<file path="src/rtl/serial_slave_defines.svh">
// Purpose: Register map, field positions and reset values of the slave serial channel
// Assumes: 32-bit APB data, byte addresses, one aligned word per register
// Notes:   Definitions only
`ifndef SERIAL_SLAVE_DEFINES_SVH
`define SERIAL_SLAVE_DEFINES_SVH

`define ADDR_W        8
// Register byte offsets
`define OFS_DATA      8'h00
`define OFS_MODE      8'h04
`define OFS_CTRL      8'h08
`define OFS_STATUS    8'h0C
// Mode register fields
`define MODE_SEL      0
`define MODE_DAP      1
`define MODE_CKP      2
`define MODE_LEN7     3
`define MODE_LSB      4
`define MODE_RST      5'h00
// Control register fields (write one to act)
`define CTRL_START    0
`define CTRL_STOP     1
// Status register fields
`define STAT_BFF      0
`define STAT_BUSY     1
`define STAT_OVF      2
`define STAT_RXF      3
`define STAT_RUN      4
// Idle level of the link clock and data output
`define IDLE_LVL      1'b1

`endif

</file>
<file path="src/rtl/serial_slave_pkg.sv">
// Purpose: Types shared by the slave serial channel
// Assumes: Constants live in serial_slave_defines.svh
// Notes:   Types only
package serial_slave_pkg;

  typedef enum logic {IDLE, SHIFT} xfer_state_t;

endpackage : serial_slave_pkg

</file>
<file path="src/rtl/sclk_edge_if.sv">
// Purpose: Carries synchronised link clock edges and data bit
// Assumes: All signals on pclk
// Notes:   lead and trail are one-cycle pulses
`timescale 1ns/1ns
interface sclk_edge_if;
  logic lead;
  logic trail;
  logic sdi;
  modport src (output lead, output trail, output sdi);
  modport dst (input lead, input trail, input sdi);
endinterface : sclk_edge_if

</file>
<file path="src/rtl/clocked_slave_serial_transceiver.sv">
// Purpose: Slave serial channel, shifting out and in on a master-driven clock
// Assumes: APB slave with zero wait states; link clock at most pclk/6
// Notes:   Single data word holds pending transmit byte and last received byte
//
// Added by the designer: the placing of the registers and the APB slave port.
`timescale 1ns/1ns
`include "serial_slave_defines.svh"

// Operation
// [RQ1] Slave only: shift out and in on the clock driven by the master.
// [RQ2] Interrupt source: transfer end, or buffer empty for continuous transfers.
// [RQ3] Only overrun is detected, on its own flag; no parity or framing.
// [RQ4] Link clock is sampled by pclk; master keeps it at most pclk/6.
// [RQ5] Data phase 0 starts on first clock edge; 1 starts half period earlier.
// [RQ6] Clock polarity setting uses the serial clock plain or inverted.
// [RQ7] Frames are 7 or 8 bits, MSB or LSB first.
// [RQ8] Software loads the first transmit byte before the master clocks.
// [RQ9] A data write while the buffer is full replaces the pending byte.
// [RQ10] Continuous mode read while shifting returns pending transmit data, undisturbed.
// [RQ11] Source select stays writable during operation, changed before the last bit.
// [RQ12] Software switches to transfer end for the final continuous byte.
// [RQ13] In continuous mode the first buffer-empty interrupt precedes any reception.
// [RQ14] Writing one to the stop bit halts the channel.
// [RQ15] After enable change with clock removed, software reinitialises fully.
module clocked_slave_serial_transceiver #(
  parameter int DATA_W = 8
) (
  input  wire logic               pclk,
  input  wire logic               presetn,
  input  wire logic               psel,
  input  wire logic               penable,
  input  wire logic               pwrite,
  input  wire logic [`ADDR_W-1:0] paddr,
  input  wire logic [31:0]        pwdata,
  output logic      [31:0]        prdata,
  output logic                    pready,
  output logic                    pslverr,
  input  wire logic               slave_serial_clock_in,
  input  wire logic               slave_serial_data_in,
  output logic                    slave_serial_data_out,
  output logic                    channel_irq
);
  import serial_slave_pkg::*;

  xfer_state_t       state;
  logic [DATA_W-1:0] tx_buf;
  logic [DATA_W-1:0] tx_shift;
  logic [DATA_W-1:0] rx_shift;
  logic [DATA_W-1:0] next_rx_shift;
  logic [DATA_W-1:0] rx_data;
  logic [3:0]        bit_cnt;
  logic              run;
  logic              started;
  logic              buffer_full_flag;
  logic              overrun_flag;
  logic              rx_full;
  logic              irq_source_sel;
  logic              data_phase_sel;
  logic              clock_polarity_sel;
  logic              len7;
  logic              lsb_first;
  logic              setup;
  logic              wr;
  logic              rd;
  logic              data_wr;
  logic              stop_wr;
  logic              load;
  logic              shift_edge;
  logic              sample_edge;
  logic              last_bit;
  logic              frame_end;
  logic [DATA_W-1:0] first_order;

  sclk_edge_if edges ();

  // Pin synchroniser and edge finder
  sclk_edge_finder u_edge (
    .pclk                  (pclk),
    .presetn               (presetn),
    .slave_serial_clock_in (slave_serial_clock_in),
    .slave_serial_data_in  (slave_serial_data_in),
    .clock_polarity_sel    (clock_polarity_sel),
    .edges                 (edges)
  );

  // Address decode for the error answer; the read mux decodes paddr by itself
  function automatic logic is_mapped(input logic [`ADDR_W-1:0] a);
    return (a == `OFS_DATA) || (a == `OFS_MODE) ||
           (a == `OFS_CTRL) || (a == `OFS_STATUS);
  endfunction : is_mapped

  // Reorders a byte so that bit 0 is the first to leave the pin
  function automatic logic [DATA_W-1:0] tx_order(
    input logic [DATA_W-1:0] d,
    input logic              lsb,
    input logic              short
  );
    logic [DATA_W-1:0] r;
    r = d;
    if (!lsb)
    begin
      for (int i = 0; i < DATA_W; i++)
      begin
        if (short)
          r[i] = (i < DATA_W - 1) ? d[DATA_W-2-i] : 1'b0;
        else
          r[i] = d[DATA_W-1-i];
      end
    end
    return r;
  endfunction : tx_order

  // APB phases; writes and read side effects land at the access edge
  assign setup   = psel & ~penable;
  assign wr      = psel & penable & pwrite;
  assign rd      = psel & penable & ~pwrite;
  assign data_wr = wr && (paddr == `OFS_DATA);
  assign stop_wr = wr && (paddr == `OFS_CTRL) && pwdata[`CTRL_STOP];
  assign pready  = 1'b1; // Read data is already registered in the setup cycle

  // Edge roles follow the data phase: phase 1 shifts on trail, samples on lead
  assign shift_edge  = data_phase_sel ? edges.trail : edges.lead;  // RQ5
  assign sample_edge = data_phase_sel ? edges.lead  : edges.trail; // RQ5
  assign last_bit    = bit_cnt == (len7 ? 4'(DATA_W - 2) : 4'(DATA_W - 1)); // RQ7
  assign frame_end   = (state == SHIFT) && sample_edge && last_bit;
  assign load        = run && (state == IDLE) && buffer_full_flag; // RQ8
  assign first_order = tx_order(tx_buf, lsb_first, len7);

  // Incoming bit enters from the end matching the bit order
  always_comb
  begin
    if (lsb_first)
      next_rx_shift = {edges.sdi, rx_shift[DATA_W-1:1]}; // RQ7
    else
      next_rx_shift = {rx_shift[DATA_W-2:0], edges.sdi};
  end

  // Mode settings; live writes allowed, including mid-transfer source change
  always_ff @(posedge pclk or negedge presetn)
  begin
    if (!presetn)
      {lsb_first, len7, clock_polarity_sel, data_phase_sel, irq_source_sel} <= `MODE_RST;
    else if (wr && (paddr == `OFS_MODE))
    begin
      irq_source_sel     <= pwdata[`MODE_SEL]; // RQ11
      data_phase_sel     <= pwdata[`MODE_DAP];
      clock_polarity_sel <= pwdata[`MODE_CKP];
      len7               <= pwdata[`MODE_LEN7];
      lsb_first          <= pwdata[`MODE_LSB];
    end
  end

  // Run state: start sets, stop wins over start in the same write
  always_ff @(posedge pclk or negedge presetn)
  begin
    if (!presetn)
      run <= 1'b0;
    else if (stop_wr)
      run <= 1'b0; // RQ14
    else if (wr && (paddr == `OFS_CTRL) && pwdata[`CTRL_START])
      run <= 1'b1;
  end

  // Transmit buffer; a write while full simply replaces the pending byte
  always_ff @(posedge pclk or negedge presetn)
  begin
    if (!presetn)
      tx_buf <= '0;
    else if (data_wr)
      tx_buf <= pwdata[DATA_W-1:0]; // RQ9
  end

  // Buffer-full flag: a write in the load cycle stays pending
  always_ff @(posedge pclk or negedge presetn)
  begin
    if (!presetn)
      buffer_full_flag <= 1'b0;
    else if (data_wr)
      buffer_full_flag <= 1'b1;
    else if (load)
      buffer_full_flag <= 1'b0;
  end

  // Transfer sequencer; no clock leaves this block, it only follows the master
  always_ff @(posedge pclk or negedge presetn)
  begin
    if (!presetn)
    begin
      state                 <= IDLE;
      tx_shift              <= '0;
      bit_cnt               <= 4'h0;
      started               <= 1'b0;
      slave_serial_data_out <= `IDLE_LVL;
    end
    else if (stop_wr || !run)
    begin
      state                 <= IDLE; // RQ14
      started               <= 1'b0;
      bit_cnt               <= 4'h0;
      slave_serial_data_out <= `IDLE_LVL;
    end
    else
    begin
      case (state)
        IDLE:
        begin
          if (load)
          begin
            state    <= SHIFT;
            tx_shift <= first_order;
            bit_cnt  <= 4'h0;
            started  <= data_phase_sel;
            // Phase 1 puts the first bit out before any clock edge
            if (data_phase_sel)
              slave_serial_data_out <= first_order[0]; // RQ5
          end
        end
        SHIFT:
        begin
          if (shift_edge)
          begin
            if (started)
            begin
              tx_shift              <= tx_shift >> 1;
              slave_serial_data_out <= tx_shift[1]; // RQ1
            end
            else
            begin
              started               <= 1'b1;
              slave_serial_data_out <= tx_shift[0]; // RQ5
            end
          end
          if (sample_edge)
          begin
            bit_cnt <= bit_cnt + 4'h1;
            if (last_bit)
            begin
              state   <= IDLE;
              started <= 1'b0;
            end
          end
        end
        default:
          state <= IDLE;
      endcase
    end
  end

  // Receive shifter; only moves while a frame is under way
  always_ff @(posedge pclk or negedge presetn)
  begin
    if (!presetn)
      rx_shift <= '0;
    else if ((state == SHIFT) && sample_edge && run)
      rx_shift <= next_rx_shift; // RQ1
  end

  // Received byte, aligned to bit 0 for seven-bit frames
  always_ff @(posedge pclk or negedge presetn)
  begin
    if (!presetn)
      rx_data <= '0;
    else if (frame_end && run)
    begin
      if (len7 && lsb_first)
        rx_data <= {1'b0, next_rx_shift[DATA_W-1:1]}; // RQ7
      else if (len7)
        rx_data <= {1'b0, next_rx_shift[DATA_W-2:0]};
      else
        rx_data <= next_rx_shift;
    end
  end

  // Unread-data flag; a new frame wins over a read in the same cycle
  always_ff @(posedge pclk or negedge presetn)
  begin
    if (!presetn)
      rx_full <= 1'b0;
    else if (frame_end && run)
      rx_full <= 1'b1;
    else if (rd && (paddr == `OFS_DATA))
      rx_full <= 1'b0;
  end

  // Overrun: frame completes while the previous byte is unread; write one clears
  always_ff @(posedge pclk or negedge presetn)
  begin
    if (!presetn)
      overrun_flag <= 1'b0;
    else if (frame_end && run && rx_full)
      overrun_flag <= 1'b1; // RQ3
    else if (wr && (paddr == `OFS_STATUS) && pwdata[`STAT_OVF])
      overrun_flag <= 1'b0;
  end

  // Channel interrupt pulse from the selected source
  always_ff @(posedge pclk or negedge presetn)
  begin
    if (!presetn)
      channel_irq <= 1'b0;
    else
      channel_irq <= (frame_end && run && !irq_source_sel) || // RQ2
                     (load && irq_source_sel);                // RQ13
  end

  // Read data captured in the setup cycle, so pready can stay high
  always_ff @(posedge pclk or negedge presetn)
  begin
    if (!presetn)
    begin
      prdata  <= 32'h0000_0000;
      pslverr <= 1'b0;
    end
    else if (setup)
    begin
      pslverr <= !is_mapped(paddr);
      case (paddr)
        `OFS_DATA:
          // Pending byte is shown while shifting in continuous mode
          if (irq_source_sel && (state == SHIFT) && buffer_full_flag)
            prdata <= 32'(tx_buf); // RQ10
          else
            prdata <= 32'(rx_data);
        `OFS_MODE:
          prdata <= 32'({lsb_first, len7, clock_polarity_sel,
                         data_phase_sel, irq_source_sel});
        `OFS_CTRL:
          prdata <= 32'(run);
        `OFS_STATUS:
          prdata <= 32'({run, rx_full, overrun_flag, state == SHIFT, buffer_full_flag});
        default:
          prdata <= 32'h0000_0000;
      endcase
    end
  end

  a_stop_halts: assert property (@(posedge pclk) disable iff (!presetn) // RQ14
    stop_wr |=> (state == IDLE) && !run && slave_serial_data_out)
    else $error("stop write did not halt the channel");

  a_tx_overwrite: assert property (@(posedge pclk) disable iff (!presetn) // RQ9
    (data_wr && buffer_full_flag) |=> buffer_full_flag &&
      (tx_buf == $past(pwdata[DATA_W-1:0])))
    else $error("pending transmit byte not replaced");

  a_overrun_set: assert property (@(posedge pclk) disable iff (!presetn) // RQ3
    (frame_end && run && rx_full) |=> overrun_flag && rx_full)
    else $error("overrun not flagged");

  a_irq_source: assert property (@(posedge pclk) disable iff (!presetn) // RQ2
    channel_irq |-> $past(irq_source_sel) ? $past(load) : $past(frame_end))
    else $error("interrupt from unselected source");

  a_phase_early: assert property (@(posedge pclk) disable iff (!presetn) // RQ5
    (load && data_phase_sel && !stop_wr) |=>
      (slave_serial_data_out == $past(first_order[0])) && started)
    else $error("first bit not presented before clock");

  a_pending_read: assert property (@(posedge pclk) disable iff (!presetn) // RQ10
    (setup && (paddr == `OFS_DATA) && irq_source_sel && (state == SHIFT) && buffer_full_flag)
      |=> (prdata == 32'($past(tx_buf))) && ((state == $past(state)) || $past(frame_end)))
    else $error("pending transmit byte not returned");

  a_frame_length: assert property (@(posedge pclk) disable iff (!presetn) // RQ7
    (state == SHIFT) && sample_edge && run && !stop_wr && !last_bit |=>
      (state == SHIFT) && (bit_cnt == $past(bit_cnt) + 4'h1))
    else $error("frame ended at the wrong bit count");

  a_mode_live: assert property (@(posedge pclk) disable iff (!presetn) // RQ11
    (wr && (paddr == `OFS_MODE)) |=> irq_source_sel == $past(pwdata[`MODE_SEL]))
    else $error("source select write lost");

  a_out_on_edge: assert property (@(posedge pclk) disable iff (!presetn) // RQ1
    $changed(slave_serial_data_out) |->
      $past(shift_edge || load || stop_wr || !run))
    else $error("data output moved without a master clock edge");

endmodule : clocked_slave_serial_transceiver

</file>
<file path="src/rtl/sclk_edge_finder.sv">
// Purpose: Synchronises the serial clock and data pins and finds clock edges
// Assumes: Link clock at most pclk/6, so each half lasts three or more cycles
// Notes:   Polarity applied after the synchroniser
`timescale 1ns/1ns
`include "serial_slave_defines.svh"
module sclk_edge_finder (
  input  wire logic       pclk,
  input  wire logic       presetn,
  input  wire logic       slave_serial_clock_in,
  input  wire logic       slave_serial_data_in,
  input  wire logic       clock_polarity_sel,
  sclk_edge_if.src        edges
);
  logic [2:0] ck_sync;
  logic [1:0] di_sync;
  logic       lvl;
  logic       prev;

  // Two flops before any logic; third stage only keeps history
  always_ff @(posedge pclk or negedge presetn)
  begin
    if (!presetn)
    begin
      ck_sync <= {3{`IDLE_LVL}};
      di_sync <= 2'h0;
    end
    else
    begin
      ck_sync <= {ck_sync[1:0], slave_serial_clock_in}; // RQ4
      di_sync <= {di_sync[0], slave_serial_data_in};
    end
  end

  // Inverted use of the clock when polarity is set; both stages flip together, so a change mid-frame fakes no edge
  assign lvl  = ck_sync[1] ^ clock_polarity_sel; // RQ6
  assign prev = ck_sync[2] ^ clock_polarity_sel;

  // Data sync has the same depth, so sdi lines up with the edge pulse
  assign edges.lead  = prev & ~lvl;
  assign edges.trail = ~prev & lvl;
  assign edges.sdi   = di_sync[1];

  // Checked against the raw pin, so a wrong synchroniser depth or polarity shows up
  a_trail_polarity: assert property (@(posedge pclk) disable iff (!presetn) // RQ6
    edges.trail |-> ($past(slave_serial_clock_in, 2) != clock_polarity_sel) &&
      ($past(slave_serial_clock_in, 3) == clock_polarity_sel))
    else $error("trail edge not on polarity-corrected rise");

  a_sample_spacing: assert property (@(posedge pclk) disable iff (!presetn) // RQ4
    edges.lead |=> !edges.trail [*2])
    else $error("link clock faster than pclk/6");

endmodule : sclk_edge_finder

</file>
<file path="config.mk">
export PLATFORM = sky130hd
export DESIGN_NAME = clocked_slave_serial_transceiver
export DESIGN_NICKNAME = d
export VERILOG_FILES = /design/src/rtl/serial_slave_pkg.sv /design/src/rtl/sclk_edge_if.sv /design/src/rtl/clocked_slave_serial_transceiver.sv /design/src/rtl/sclk_edge_finder.sv
export VERILOG_INCLUDE_DIRS = /design/src /design/src/rtl
export SDC_FILE = /design/constraint.sdc
export NUM_CORES = 1
export LEC_CHECK = 0
export BUFFER_PORTS_ARGS = -buffer_cell sky130_fd_sc_hd__buf_2
export CAP_MARGIN = 30
export CORE_UTILIZATION = 49
export CTS_CLUSTER_SIZE = 14
export DETAILED_ROUTE_END_ITERATION = 7
export GPL_TIMING_DRIVEN = 0
export PLACE_DENSITY = 0.82
export SYNTH_ARGS = -nofsm -noshare
export SYNTH_HDL_FRONTEND = slang
export SYNTH_HIERARCHICAL = 1
export SYNTH_SLANG_ARGS = --single-unit
</file>
<file path="constraint.sdc">
create_clock -name pclk -period 2 [get_ports pclk]
set_clock_uncertainty 0.2 [all_clocks]
set_input_delay 0.4 -clock pclk [delete_from_list [all_inputs] [get_ports pclk]]
set_output_delay 0.4 -clock pclk [all_outputs]
set_load 0.01 [all_outputs]
</file>
== Word-level counts from Yosys, hierarchy flattened ==
Cells that the tools add are included.
Cells by class
  $add $sub $neg: 1
  reductions and logical operators: 36
  bitwise operators: 14
  mux-type cells: 50
  eq/ne operators: 11
Operators by type and width (count)
  32-bit one-hot mux with 4 select lines: 1
  8-bit 2-to-1 mux: 8
  1-bit 2-to-1 mux: 33
  1-bit logical AND: 20
  8-bit by 4-bit equality test with 1-bit output (second input constant): 2
  8-bit one-hot mux with 2 select lines: 1
  4-bit 2-to-1 mux: 3
  8-bit by 3-bit equality test with 1-bit output (second input constant): 1
  8-bit logical NOT: 1
  4-bit one-hot mux with 2 select lines: 1
  2-bit nonzero test: 4
  1-bit bitwise AND: 6
  3-bit by 1-bit != test with 1-bit output (second input constant): 2
  3-bit by 2-bit != test with 1-bit output (second input constant): 2
  1-bit NOT: 6
  1-bit one-hot mux with 2 select lines: 3
  1-bit logical OR: 5
  4-bit by 1-bit adder with 4-bit output (second input constant): 1
  4-bit by 3-bit equality test with 1-bit output: 1
  2-bit by 1-bit != test with 1-bit output (second input constant): 2
  4-bit AND reduction: 1
  1-bit logical NOT: 3
  3-bit AND reduction: 1
  2-bit != test (second input constant): 1
  other kinds (2): 3
Storage, ports and cells
  input port bits: 47
  output and inout port bits: 36
  word-level logic and storage cells: 134
  register bits: 87

== Depth between registers and ports, before layout ==
Gate-level depths: netlist of the first run.
  depth after elaboration: 9
  depth in mapped cells: 7
  mapped depth without buffers: 6

== Cells and area by module ==
Netlist of the first run, hierarchy kept.
By module, submodules not included
  clocked_slave_serial_transceiver: sequential area each 1452.6 um2, instances 1, cells an instance 311, area each 3306.9 um2
  sclk_edge_finder: sequential area each 128.9 um2, instances 1, cells an instance 11, area each 167.7 um2

== Least setup slack after synthesis of the first run ==
No wires, ideal clock.
  kind: register to register
  start: register u_edge.ck_sync[1]
  end: register rx_data[1]
  stages on the path, launching flop included: 8
  setup time: 0.125 ns
  slack: -0.226 ns
  path buffers: 1
  data required time: 1.675 ns
  clock period less this slack: 2.226 ns
  arrival time: 1.902 ns
  cells stage by stage: dfstp_2 -> nand2b_1 -> o22ai_1 -> mux2_2 -> nand3_1 -> nor2b_1 -> buf_4 -> mux2_2
On the way
  elaborated cells on any way between the ends: 8
  those cells by class: mux: 1; bitwise: 4; reduce/logical: 3
RTL lines
  from (decl): line sclk_edge_finder.sv:14  | logic [2:0] ck_sync;
  from (signal assigned): line sclk_edge_finder.sv:24  | ck_sync <= {3{`IDLE_LVL}};
  from (signal assigned): line sclk_edge_finder.sv:29  | ck_sync <= {ck_sync[1:0], slave_serial_clock_in};
  1-bit XOR: line sclk_edge_finder.sv:35  | assign lvl = ck_sync[1] ^ clock_polarity_sel;
  1-bit bitwise AND: line sclk_edge_finder.sv:40  | assign edges.trail = ~prev & lvl;
  net edges.trail: line sclk_edge_if.sv:7  | logic trail;
  1-bit 2-to-1 mux: line clocked_slave_serial_transceiver.sv:123  | assign sample_edge = data_phase_sel ? edges.lead : edges.trail;
  1-bit logical AND (2 in series): line clocked_slave_serial_transceiver.sv:125  | assign frame_end = (state == SHIFT) && sample_edge && last_bit;
  1-bit logical AND: line clocked_slave_serial_transceiver.sv:263  | else if (frame_end && run)
  to (signal assigned): line clocked_slave_serial_transceiver.sv:266  | rx_data <= {1'b0, next_rx_shift[DATA_W-1:1]};
  to (signal assigned): line clocked_slave_serial_transceiver.sv:268  | rx_data <= {1'b0, next_rx_shift[DATA_W-2:0]};
  to (signal assigned): line clocked_slave_serial_transceiver.sv:270  | rx_data <= next_rx_shift;
  to (decl): line clocked_slave_serial_transceiver.sv:50  | logic [DATA_W-1:0] rx_data;
The timed path passes the listed nets, and every way through them passes these cells.
A chain may end at the register's enable or synchronous reset.

== Worst setup path after layout of the first run ==
  start: register u_edge.ck_sync[2]
  end: register channel_irq
On the way
  longest elaborated chain between the ends: 9
  elaborated cells on any way between the ends: 10
  those cells by class: mux: 1; bitwise: 4; reduce/logical: 5
RTL lines
  1-bit XOR: line sclk_edge_finder.sv:36  | assign prev = ck_sync[2] ^ clock_polarity_sel;
  1-bit NOT: line sclk_edge_finder.sv:40
  1-bit bitwise AND: line sclk_edge_finder.sv:40
  net edges.trail: line sclk_edge_if.sv:7
  1-bit 2-to-1 mux: line clocked_slave_serial_transceiver.sv:123
  1-bit logical AND (2 in series): line clocked_slave_serial_transceiver.sv:125
  1-bit logical AND (2 in series): line clocked_slave_serial_transceiver.sv:302  | channel_irq <= (frame_end && run && !irq_source_sel) ||
  1-bit logical OR: line clocked_slave_serial_transceiver.sv:302
  to (signal assigned): line clocked_slave_serial_transceiver.sv:302
  to (decl): line clocked_slave_serial_transceiver.sv:41  | output logic channel_irq
The timed path passes the listed nets, and every way through them passes these cells.

==> flow_summary.json, run 1 <==
{
  "result_of_the_run": "complete, but fails checks",
  "failing_checks": "negative setup slack",
  "setup.worst_path.end": "channel_irq$_DFF_PN0_",
  "drt-initial-drc-count": 97,
  "initial_util_pct": 50.9,
  "finalCriticalPeriod_ns": 2.08,
  "areaGrowthSynthToFinish_pct": 23.4,
  "rows": 30,
  "cts.htree.levels": 3,
  "gr_peak_layer": "met2",
  "grt_use_total_pct": 21.4,
  "regToRegEndpoint": "channel_irq$_DFF_PN0_",
  "setup_violations": 18,
  "clock_insertion_delay_worst_skew_ns": 0.35,
  "number_of_flops_mapped_to_enable_cells_by_yosys": 0,
  "worst_slew_pin_slew_ns": 0.599,
  "min_path_type": "input pin to flip-flop",
  "yosysUniqueCellTypes": 45,
  "maxCapViolCount": 0,
  "grt_pass1_wl_um": 11900,
  "groute.layer.met3.usage_pct": 6.19,
  "route.detailed.drc": 0,
  "post_synth_inst_count": 322,
  "die_x_um": 86.2,
  "final_hold_slack_ns": 0.0800,
  "preCtsSetupSlack_ns": -0.242,
  "setup_slack_ns": -0.0801,
  "ir_drop_uv": 434,
  "yosysTopAreaCellShare_pct": 42.5,
  "cts.sink_count": 63,
  "report.final.hold_viol_count": 0,
  "timing.setup.critical_path_class": "flip-flop to flip-flop",
  "yosysWarningCount": 6,
  "mappedNetlistArea_um2": 3470,
  "diodes": 0,
  "leakagePower_nw": 2.08,
  "r2r.worst_path.cells": 8,
  "grt.overflow.total": 0,
  "wl_um": 7280,
  "timing.fmax_mhz": 481,
  "avgSynthCellArea_um2": 10.8,
  "place_area_um2": 3950,
  "slew_headroom_pct": 60.0,
  "drt-wirelength-per-cell_um": 14.5,
  "powerDensity_nw_per_um2": 608,
  "io_buffer_count": 32,
  "synth.area.top_cells": "sky130_fd_sc_hd__dfrtp_1 (42%), sky130_fd_sc_hd__mux2_2 (12%), sky130_fd_sc_hd__mux2i_1 (10%), sky130_fd_sc_hd__buf_4 (5.8%), sky130_fd_sc_hd__nand2_1 (3.1%)",
  "cp_data_arrival_time_ns": 2.11,
  "yosys.area_share.xor_xnor_pct": 0.756,
  "synth_async_sr_flop_share_pct": 100,
  "via_count": 2572,
  "antenna_found_initial": 0,
  "drt_pre_antenna_iters": 5,
  "crit-reg2reg-launch": "u_edge/ck_sync[2]$_DFF_PN1_",
  "drive_above_1_share_pct": 37.7,
  "floorplan.die_area_um2": 7430,
  "timing.critical_path.from_type": "flip-flop",
  "cts_max_path_buffers": 2,
  "critical_path_launch_point": "u_edge/ck_sync[2]$_DFF_PN1_",
  "detailed_place_hpwl_um": 5380,
  "most_used_dff_post_synth": "sky130_fd_sc_hd__dfrtp_1",
  "grt.met1_usage_pct": 26.7,
  "crit_required_ns": 2.03,
  "rrSetupSlack_ns": -0.08,
  "drt.antenna.violating_nets": 0,
  "tritoncts_clock_tree": "done",
  "synth_fa_ha_area_share_pct": 0.360,
  "grt_start_max_net_pins": 27,
  "layout.core_utilization_pct": 62.8,
  "clk_root_buffer_cell": "sky130_fd_sc_hd__clkbuf_8",
  "finish.cell_count_without_fillers": 502,
  "first_global_vias": 2417,
  "gp_congestion": 0.827,
  "core_area_um2": 6830,
  "final_design_area_no_fill_um2": 4290,
  "gr-usage-met2_pct": 35.3,
  "final-max-slew-violation-count": 0,
  "chipHeight_um": 86.2,
  "synth_top_family_by_area": "multiplexers",
  "synth_simple_gate_area_share_pct": 13.3,
  "placed_cells_incl_taps": 475,
  "final_net_count": 449,
  "route.detailed.vias_per_inst": 5.12,
  "yosysTopAreaCell": "sky130_fd_sc_hd__dfrtp_1",
  "timing.final.crit_share_pct": 104,
  "rsz0062_at_grt": "yes",
  "cp-end-kind": "flip-flop",
  "biggest_fanout_along_the_worst_timing_path": 8,
  "synthMuxAreaShare_pct": 23.5,
  "setup-tns-final_ns": -0.751,
  "cts_inserted_buffers": 9,
  "seq_area_frac_synth_pct": 45.5,
  "post-layout-total-power_mw": 2.61,
  "ys_seq_elements": 63,
  "clkTransAtPathRegs_ns": 0.07,
  "synth_compound_area_share_pct": 8.61,
  "top_level_ports": 83
}
-- layer usage --
metal	part of all wire [%]	wire, um	up-vias
li1	-	-	1252
met1	45	3250	1242
met2	50	3620	70
met3	4.2	308	8
met4	1.4	102	0
met5	0	0	-
-- how the worst min path moves through the flow --
stage	from	cells past startpoint	to	slack (ns)
2_1_floorplan	presetn	0	bit_cnt[0]$_DFFE_PN0P_	-0.1
3_3_place_gp	u_edge/di_sync[0]$_DFF_PN0_	0	u_edge/di_sync[1]$_DFF_PN0_	0.14
3_5_place_dp	presetn	1	bit_cnt[3]$_DFFE_PN0P_	0.14
4_1_cts	pwdata[6]	2	tx_buf[6]$_DFFE_PN0P_	0.06
5_1_grt	pwdata[5]	2	tx_buf[5]$_DFFE_PN0P_	0.08
6_report	pwdata[6]	2	tx_buf[6]$_DFFE_PN0P_	0.08
-- sequential cells by signal (all words and copies together), names as in the netlist, 2 cells and up --
register and cells:
bit_cnt 4, prdata 8, rx_data 8, rx_shift 8, tx_buf 8, tx_shift 8, u_edge/ck_sync 3, u_edge/di_sync 2
-- cell type report --
type	instances	area, um2
fill	556	2540
multi-input combinational	239	1800
sequential	63	1580
timing repair buffer	47	313
buffer	37	255
clock buffer	9	124
tap	96	120
clock inverter	7	73.8
inverter	4	15.0
-- cell usage after synthesis (all sizes together) (3+ instances only) --
library cell  number
nor2              21
dfrtp             59
buf               32
nand3              5
nor2b              3
a21oi              9
and3               4
inv                3
nand4              3
a211o              4
clkbuf             7
nand2b             4
nor3               8
o21ai             17
dfstp              4
o31ai              4
nand2             29
mux2i             35
mux2              39
-- layout by cell type (no fill, tap or decap), drive strengths merged, types with 2 or more instances in the layout --
cell type | netlist | routed
a21oi | 9 | 9
inv | 3 | 3
xor2 | 2 | 2
clkinv | 1 | 6
and3 | 4 | 4
nand3 | 5 | 5
a31oi | 2 | 2
and4b | 2 | 2
nor2b | 3 | 3
conb | 2 | 25
nor3 | 8 | 8
o31ai | 4 | 4
a22o | 2 | 2
clkbuf | 7 | 14
nor2 | 21 | 21
o2bb2ai | 2 | 2
and2 | 2 | 2
mux2i | 35 | 35
dfrtp | 59 | 59
mux2 | 39 | 39
nand3b | 2 | 2
dfstp | 4 | 4
nand4 | 3 | 3
a211o | 4 | 4
nand2b | 4 | 4
o21ai | 17 | 17
o211ai | 2 | 2
nand2 | 29 | 29
dlygate4sd3 | 0 | 3
buf | 32 | 76
o22ai | 2 | 2
-- logic make-up after synthesis --
family,Yosys count
AND/OR/NAND/NOR,88
multiplexers,75
flip-flops,63
AO/OA/AOI/OAI,47
buffers and inverters,43
XOR/XNOR,3
other,2
adder cells (fa/ha/maj),1
-- critical path: stages (launching register included) --
cell and delay, ns:
sky130_fd_sc_hd__dfstp_2 0.56, sky130_fd_sc_hd__buf_4 0.13, sky130_fd_sc_hd__o22ai_2 0.10, sky130_fd_sc_hd__mux2_4 0.31, sky130_fd_sc_hd__nand3_4 0.08, sky130_fd_sc_hd__nor2b_4 0.05
sky130_fd_sc_hd__buf_8 0.14, sky130_fd_sc_hd__buf_4 0.14, sky130_fd_sc_hd__mux2_2 0.25
-- power breakdown --
part | internal (mW) | total, mW | switching, mW | leakage [nW]
Combinational | 0.100 | 0.211 | 0.111 | 1.13
Clock | 0.576 | 1.08 | 0.507 | 0.0992
Sequential | 1.29 | 1.32 | 0.0230 | 0.850
-- repair_timing --
item / CTS / global route
gates resized for setup: 6 / 8
setup buffers: 9 / 1
hold buffers: 3 / 0
pin swaps: 4 / 3
hold endpoints to repair: 14 / 0
endpoints found under the setup margin: 24 / 22
No activity file was read; power rests on OpenSTA's default activity.
==> run 2, diff against run 1 <==
CORE_MARGIN = 4   (was not set)
CORE_UTILIZATION = 28   (was 49)
PLACE_DENSITY = 0.54   (was 0.82)
REMOVE_ABC_BUFFERS = 1   (was not set)
==> flow_summary.json, run 2 (same netlist as run 1, synthesis figures left out) <==
{
  "r2r.worst_path.cells": 8,
  "route.detailed.drc": 0,
  "route.detailed.vias_per_inst": 4.51,
  "critPathMostFrequentCell": "sky130_fd_sc_hd__buf_4",
  "timing.critical_path.from_type": "flip-flop",
  "regToRegEndpoint": "channel_irq$_DFF_PN0_",
  "drt-initial-drc-count": 155,
  "cts_inserted_buffers": 9,
  "combPwrFrac_pct": 5.2,
  "final-max-slew-violation-count": 0,
  "detailed_place_hpwl_um": 5330,
  "report.final.hold_viol_count": 0,
  "failing_checks": "negative setup slack",
  "cp-end-kind": "flip-flop",
  "finish.cell_count_without_fillers": 537,
  "path_cells": "buf_4 > o22ai_2 > mux2_4 > nand3_4 > nor2b_4 > buf_12 > buf_4 > mux2_2",
  "timing.final.crit_share_pct": 103,
  "tritoncts_clock_tree": "done",
  "grt_pass1_wl_um": 12600,
  "placed_cells_incl_taps": 508,
  "antenna_found_initial": 0,
  "p_seq_share_pct": 45.5,
  "drt.antenna.violating_nets": 0,
  "power_frac_clock_pct": 49.2,
  "switching_share_pct": 22.4,
  "rsz0062_at_grt": "yes",
  "final_common_cell": "sky130_fd_sc_hd__dfrtp_1",
  "cts.htree.levels": 3,
  "hold_path.startpoint": "pwdata[5]",
  "clk_root_buffer_cell": "sky130_fd_sc_hd__clkbuf_16",
  "preCtsSetupSlack_ns": -1.34,
  "powerDensity_nw_per_um2": 693,
  "crit-reg2reg-launch": "u_edge/ck_sync[2]$_DFF_PN1_",
  "holdPathEnd": "tx_buf[5]$_DFFE_PN0P_",
  "final_net_count": 412,
  "io_buffer_count": 33,
  "setup_slack_ns": -0.0667,
  "drt_pre_antenna_iters": 5,
  "floorplan.die_area_um2": 14300,
  "top_level_ports": 83,
  "grt_start_max_net_pins": 64,
  "layout_common_cells": "sky130_fd_sc_hd__dfrtp_1 (56), sky130_fd_sc_hd__mux2i_1 (35), sky130_fd_sc_hd__buf_2 (32)",
  "crit_required_ns": 2.00,
  "cts_max_path_buffers": 2,
  "layout.core_utilization_pct": 34.8,
  "gp_congestion": 0.780,
  "critical-path-max-stage-delay_ns": 0.53,
  "timing.hold.worst_path_depth": 2,
  "leakagePower_nw": 1.93,
  "cp_data_arrival_time_ns": 2.07,
  "setup_violations": 17,
  "clkTransAtPathRegs_ns": 0.05,
  "critPathBufInv": 3,
  "result_of_the_run": "complete, but fails checks",
  "first_global_vias": 2418,
  "rrSetupSlack_ns": -0.07,
  "diodes": 0,
  "rows": 40,
  "die_x_um": 119,
  "grt_use_total_pct": 11.4,
  "chipHeight_um": 119,
  "finalCriticalPeriod_ns": 2.07,
  "core_area_um2": 12100,
  "cts.sink_count": 63,
  "drive_above_1_share_pct": 30.6,
  "fillCellCount": 1196,
  "post-layout-total-power_mw": 2.91,
  "via_count": 2420,
  "grt.overflow.total": 0,
  "biggest_fanout_along_the_worst_timing_path": 9,
  "power.net_switching_mw": 0.650,
  "min_path_type": "input pin to flip-flop",
  "slew_headroom_pct": 46.2,
  "timing.setup.critical_path_class": "flip-flop to flip-flop",
  "critical_path_slowest_stage_cell": "sky130_fd_sc_hd__dfstp_2",
  "drt-wirelength-per-cell_um": 14.3,
  "initial_util_pct": 28.8,
  "final_hold_slack_ns": 0.101,
  "areaGrowthSynthToFinish_pct": 20.7,
  "ir_drop_uv": 373,
  "path_delay_family": "multiplexers",
  "intPower_mw": 2.26,
  "timing.fmax_mhz": 484,
  "worst_slew_pin_slew_ns": 0.807,
  "wl_um": 7700,
  "maxCapViolCount": 0,
  "clock_insertion_delay_worst_skew_ns": 0.33
}
[run 2: changes by cell type in the layout (fill, tap and decap cells not counted), moves of 2 or more]
cell	delta
sky130_fd_sc_hd__buf_2	-5
sky130_fd_sc_hd__buf_4	-26
sky130_fd_sc_hd__clkbuf_8	-7
sky130_fd_sc_hd__clkinv_4	-3
sky130_fd_sc_hd__clkbuf_16	+9
sky130_fd_sc_hd__dfrtp_4	+2
[run 2: per-stage QoR]
| step | setup TNS [ns] | cell area [um2] |
|---|---|---|
| after floorplan | -6.79 | 3310 |
| after global placement | -19.80 | 3680 |
| after detailed placement | -21.51 | 3710 |
| after CTS | -0.528 | 4190 |
| after global routing | -1.66 | 4190 |
| final | -0.304 | 4190 |
[run 2: layout make-up]
class                           instances  area (um2)  share of cell area [%]
Clock buffer                           15         268                    6.39
Timing Repair Buffer                   47         313                    7.46
Sequential cell                        63        1590                    37.9
Clock inverter                          1        5.00                   0.119
Multi-Input combinational cell        239        1790                    42.7
Tap cell                              168         210                    5.01
Inverter                                4        15.0                   0.358
[run 2: per-layer routing]
layer  track usage [%]  vias up  share of wire (%)
met5                 0        -                  0
met4              4.87        0                1.7
met3              4.13       13                5.8
met2              17.7       60                 47
met1              14.1     1163                 46
li1                  -     1184                  -
[run 2: worst max-delay path by stage]
stage / startpoint / end / slack (ns) / cells past startpoint
floorplan: u_edge/ck_sync[1]$_DFF_PN1_ / rx_data[0]$_DFFE_PN0P_ / -0.66 / 6
global placement: u_edge/ck_sync[1]$_DFF_PN1_ / rx_data[3]$_DFFE_PN0P_ / -1.27 / 6
detailed placement: u_edge/ck_sync[1]$_DFF_PN1_ / rx_data[5]$_DFFE_PN0P_ / -1.34 / 6
CTS: u_edge/ck_sync[1]$_DFF_PN1_ / tx_shift[3]$_DFFE_PN0P_ / -0.08 / 6
global route: u_edge/ck_sync[2]$_DFF_PN1_ / channel_irq$_DFF_PN0_ / -0.11 / 8
finish: u_edge/ck_sync[2]$_DFF_PN1_ / channel_irq$_DFF_PN0_ / -0.07 / 8
[run 2: power groups by stage]
stage | logic, mW | registers (mW) | clock network, mW
3_5_place_dp | 0.140 | 1.34 | 0
5_1_grt | 0.171 | 1.33 | 1.53
3_3_place_gp | 0.134 | 1.34 | 0
4_1_cts | 0.154 | 1.32 | 1.47
6_report | 0.152 | 1.32 | 1.43
2_1_floorplan | 0.0662 | 1.34 | 0
[run 2: timing repair]
action | 4_1_cts | 5_1_grt
hold endpoints to repair | 3 | 0
setup endpoints to repair | 31 | 19
hold buffers | 3 | 0
resized for setup | 22 | 2
pin swaps | 4 | 1
buffers inserted | 10 | 0
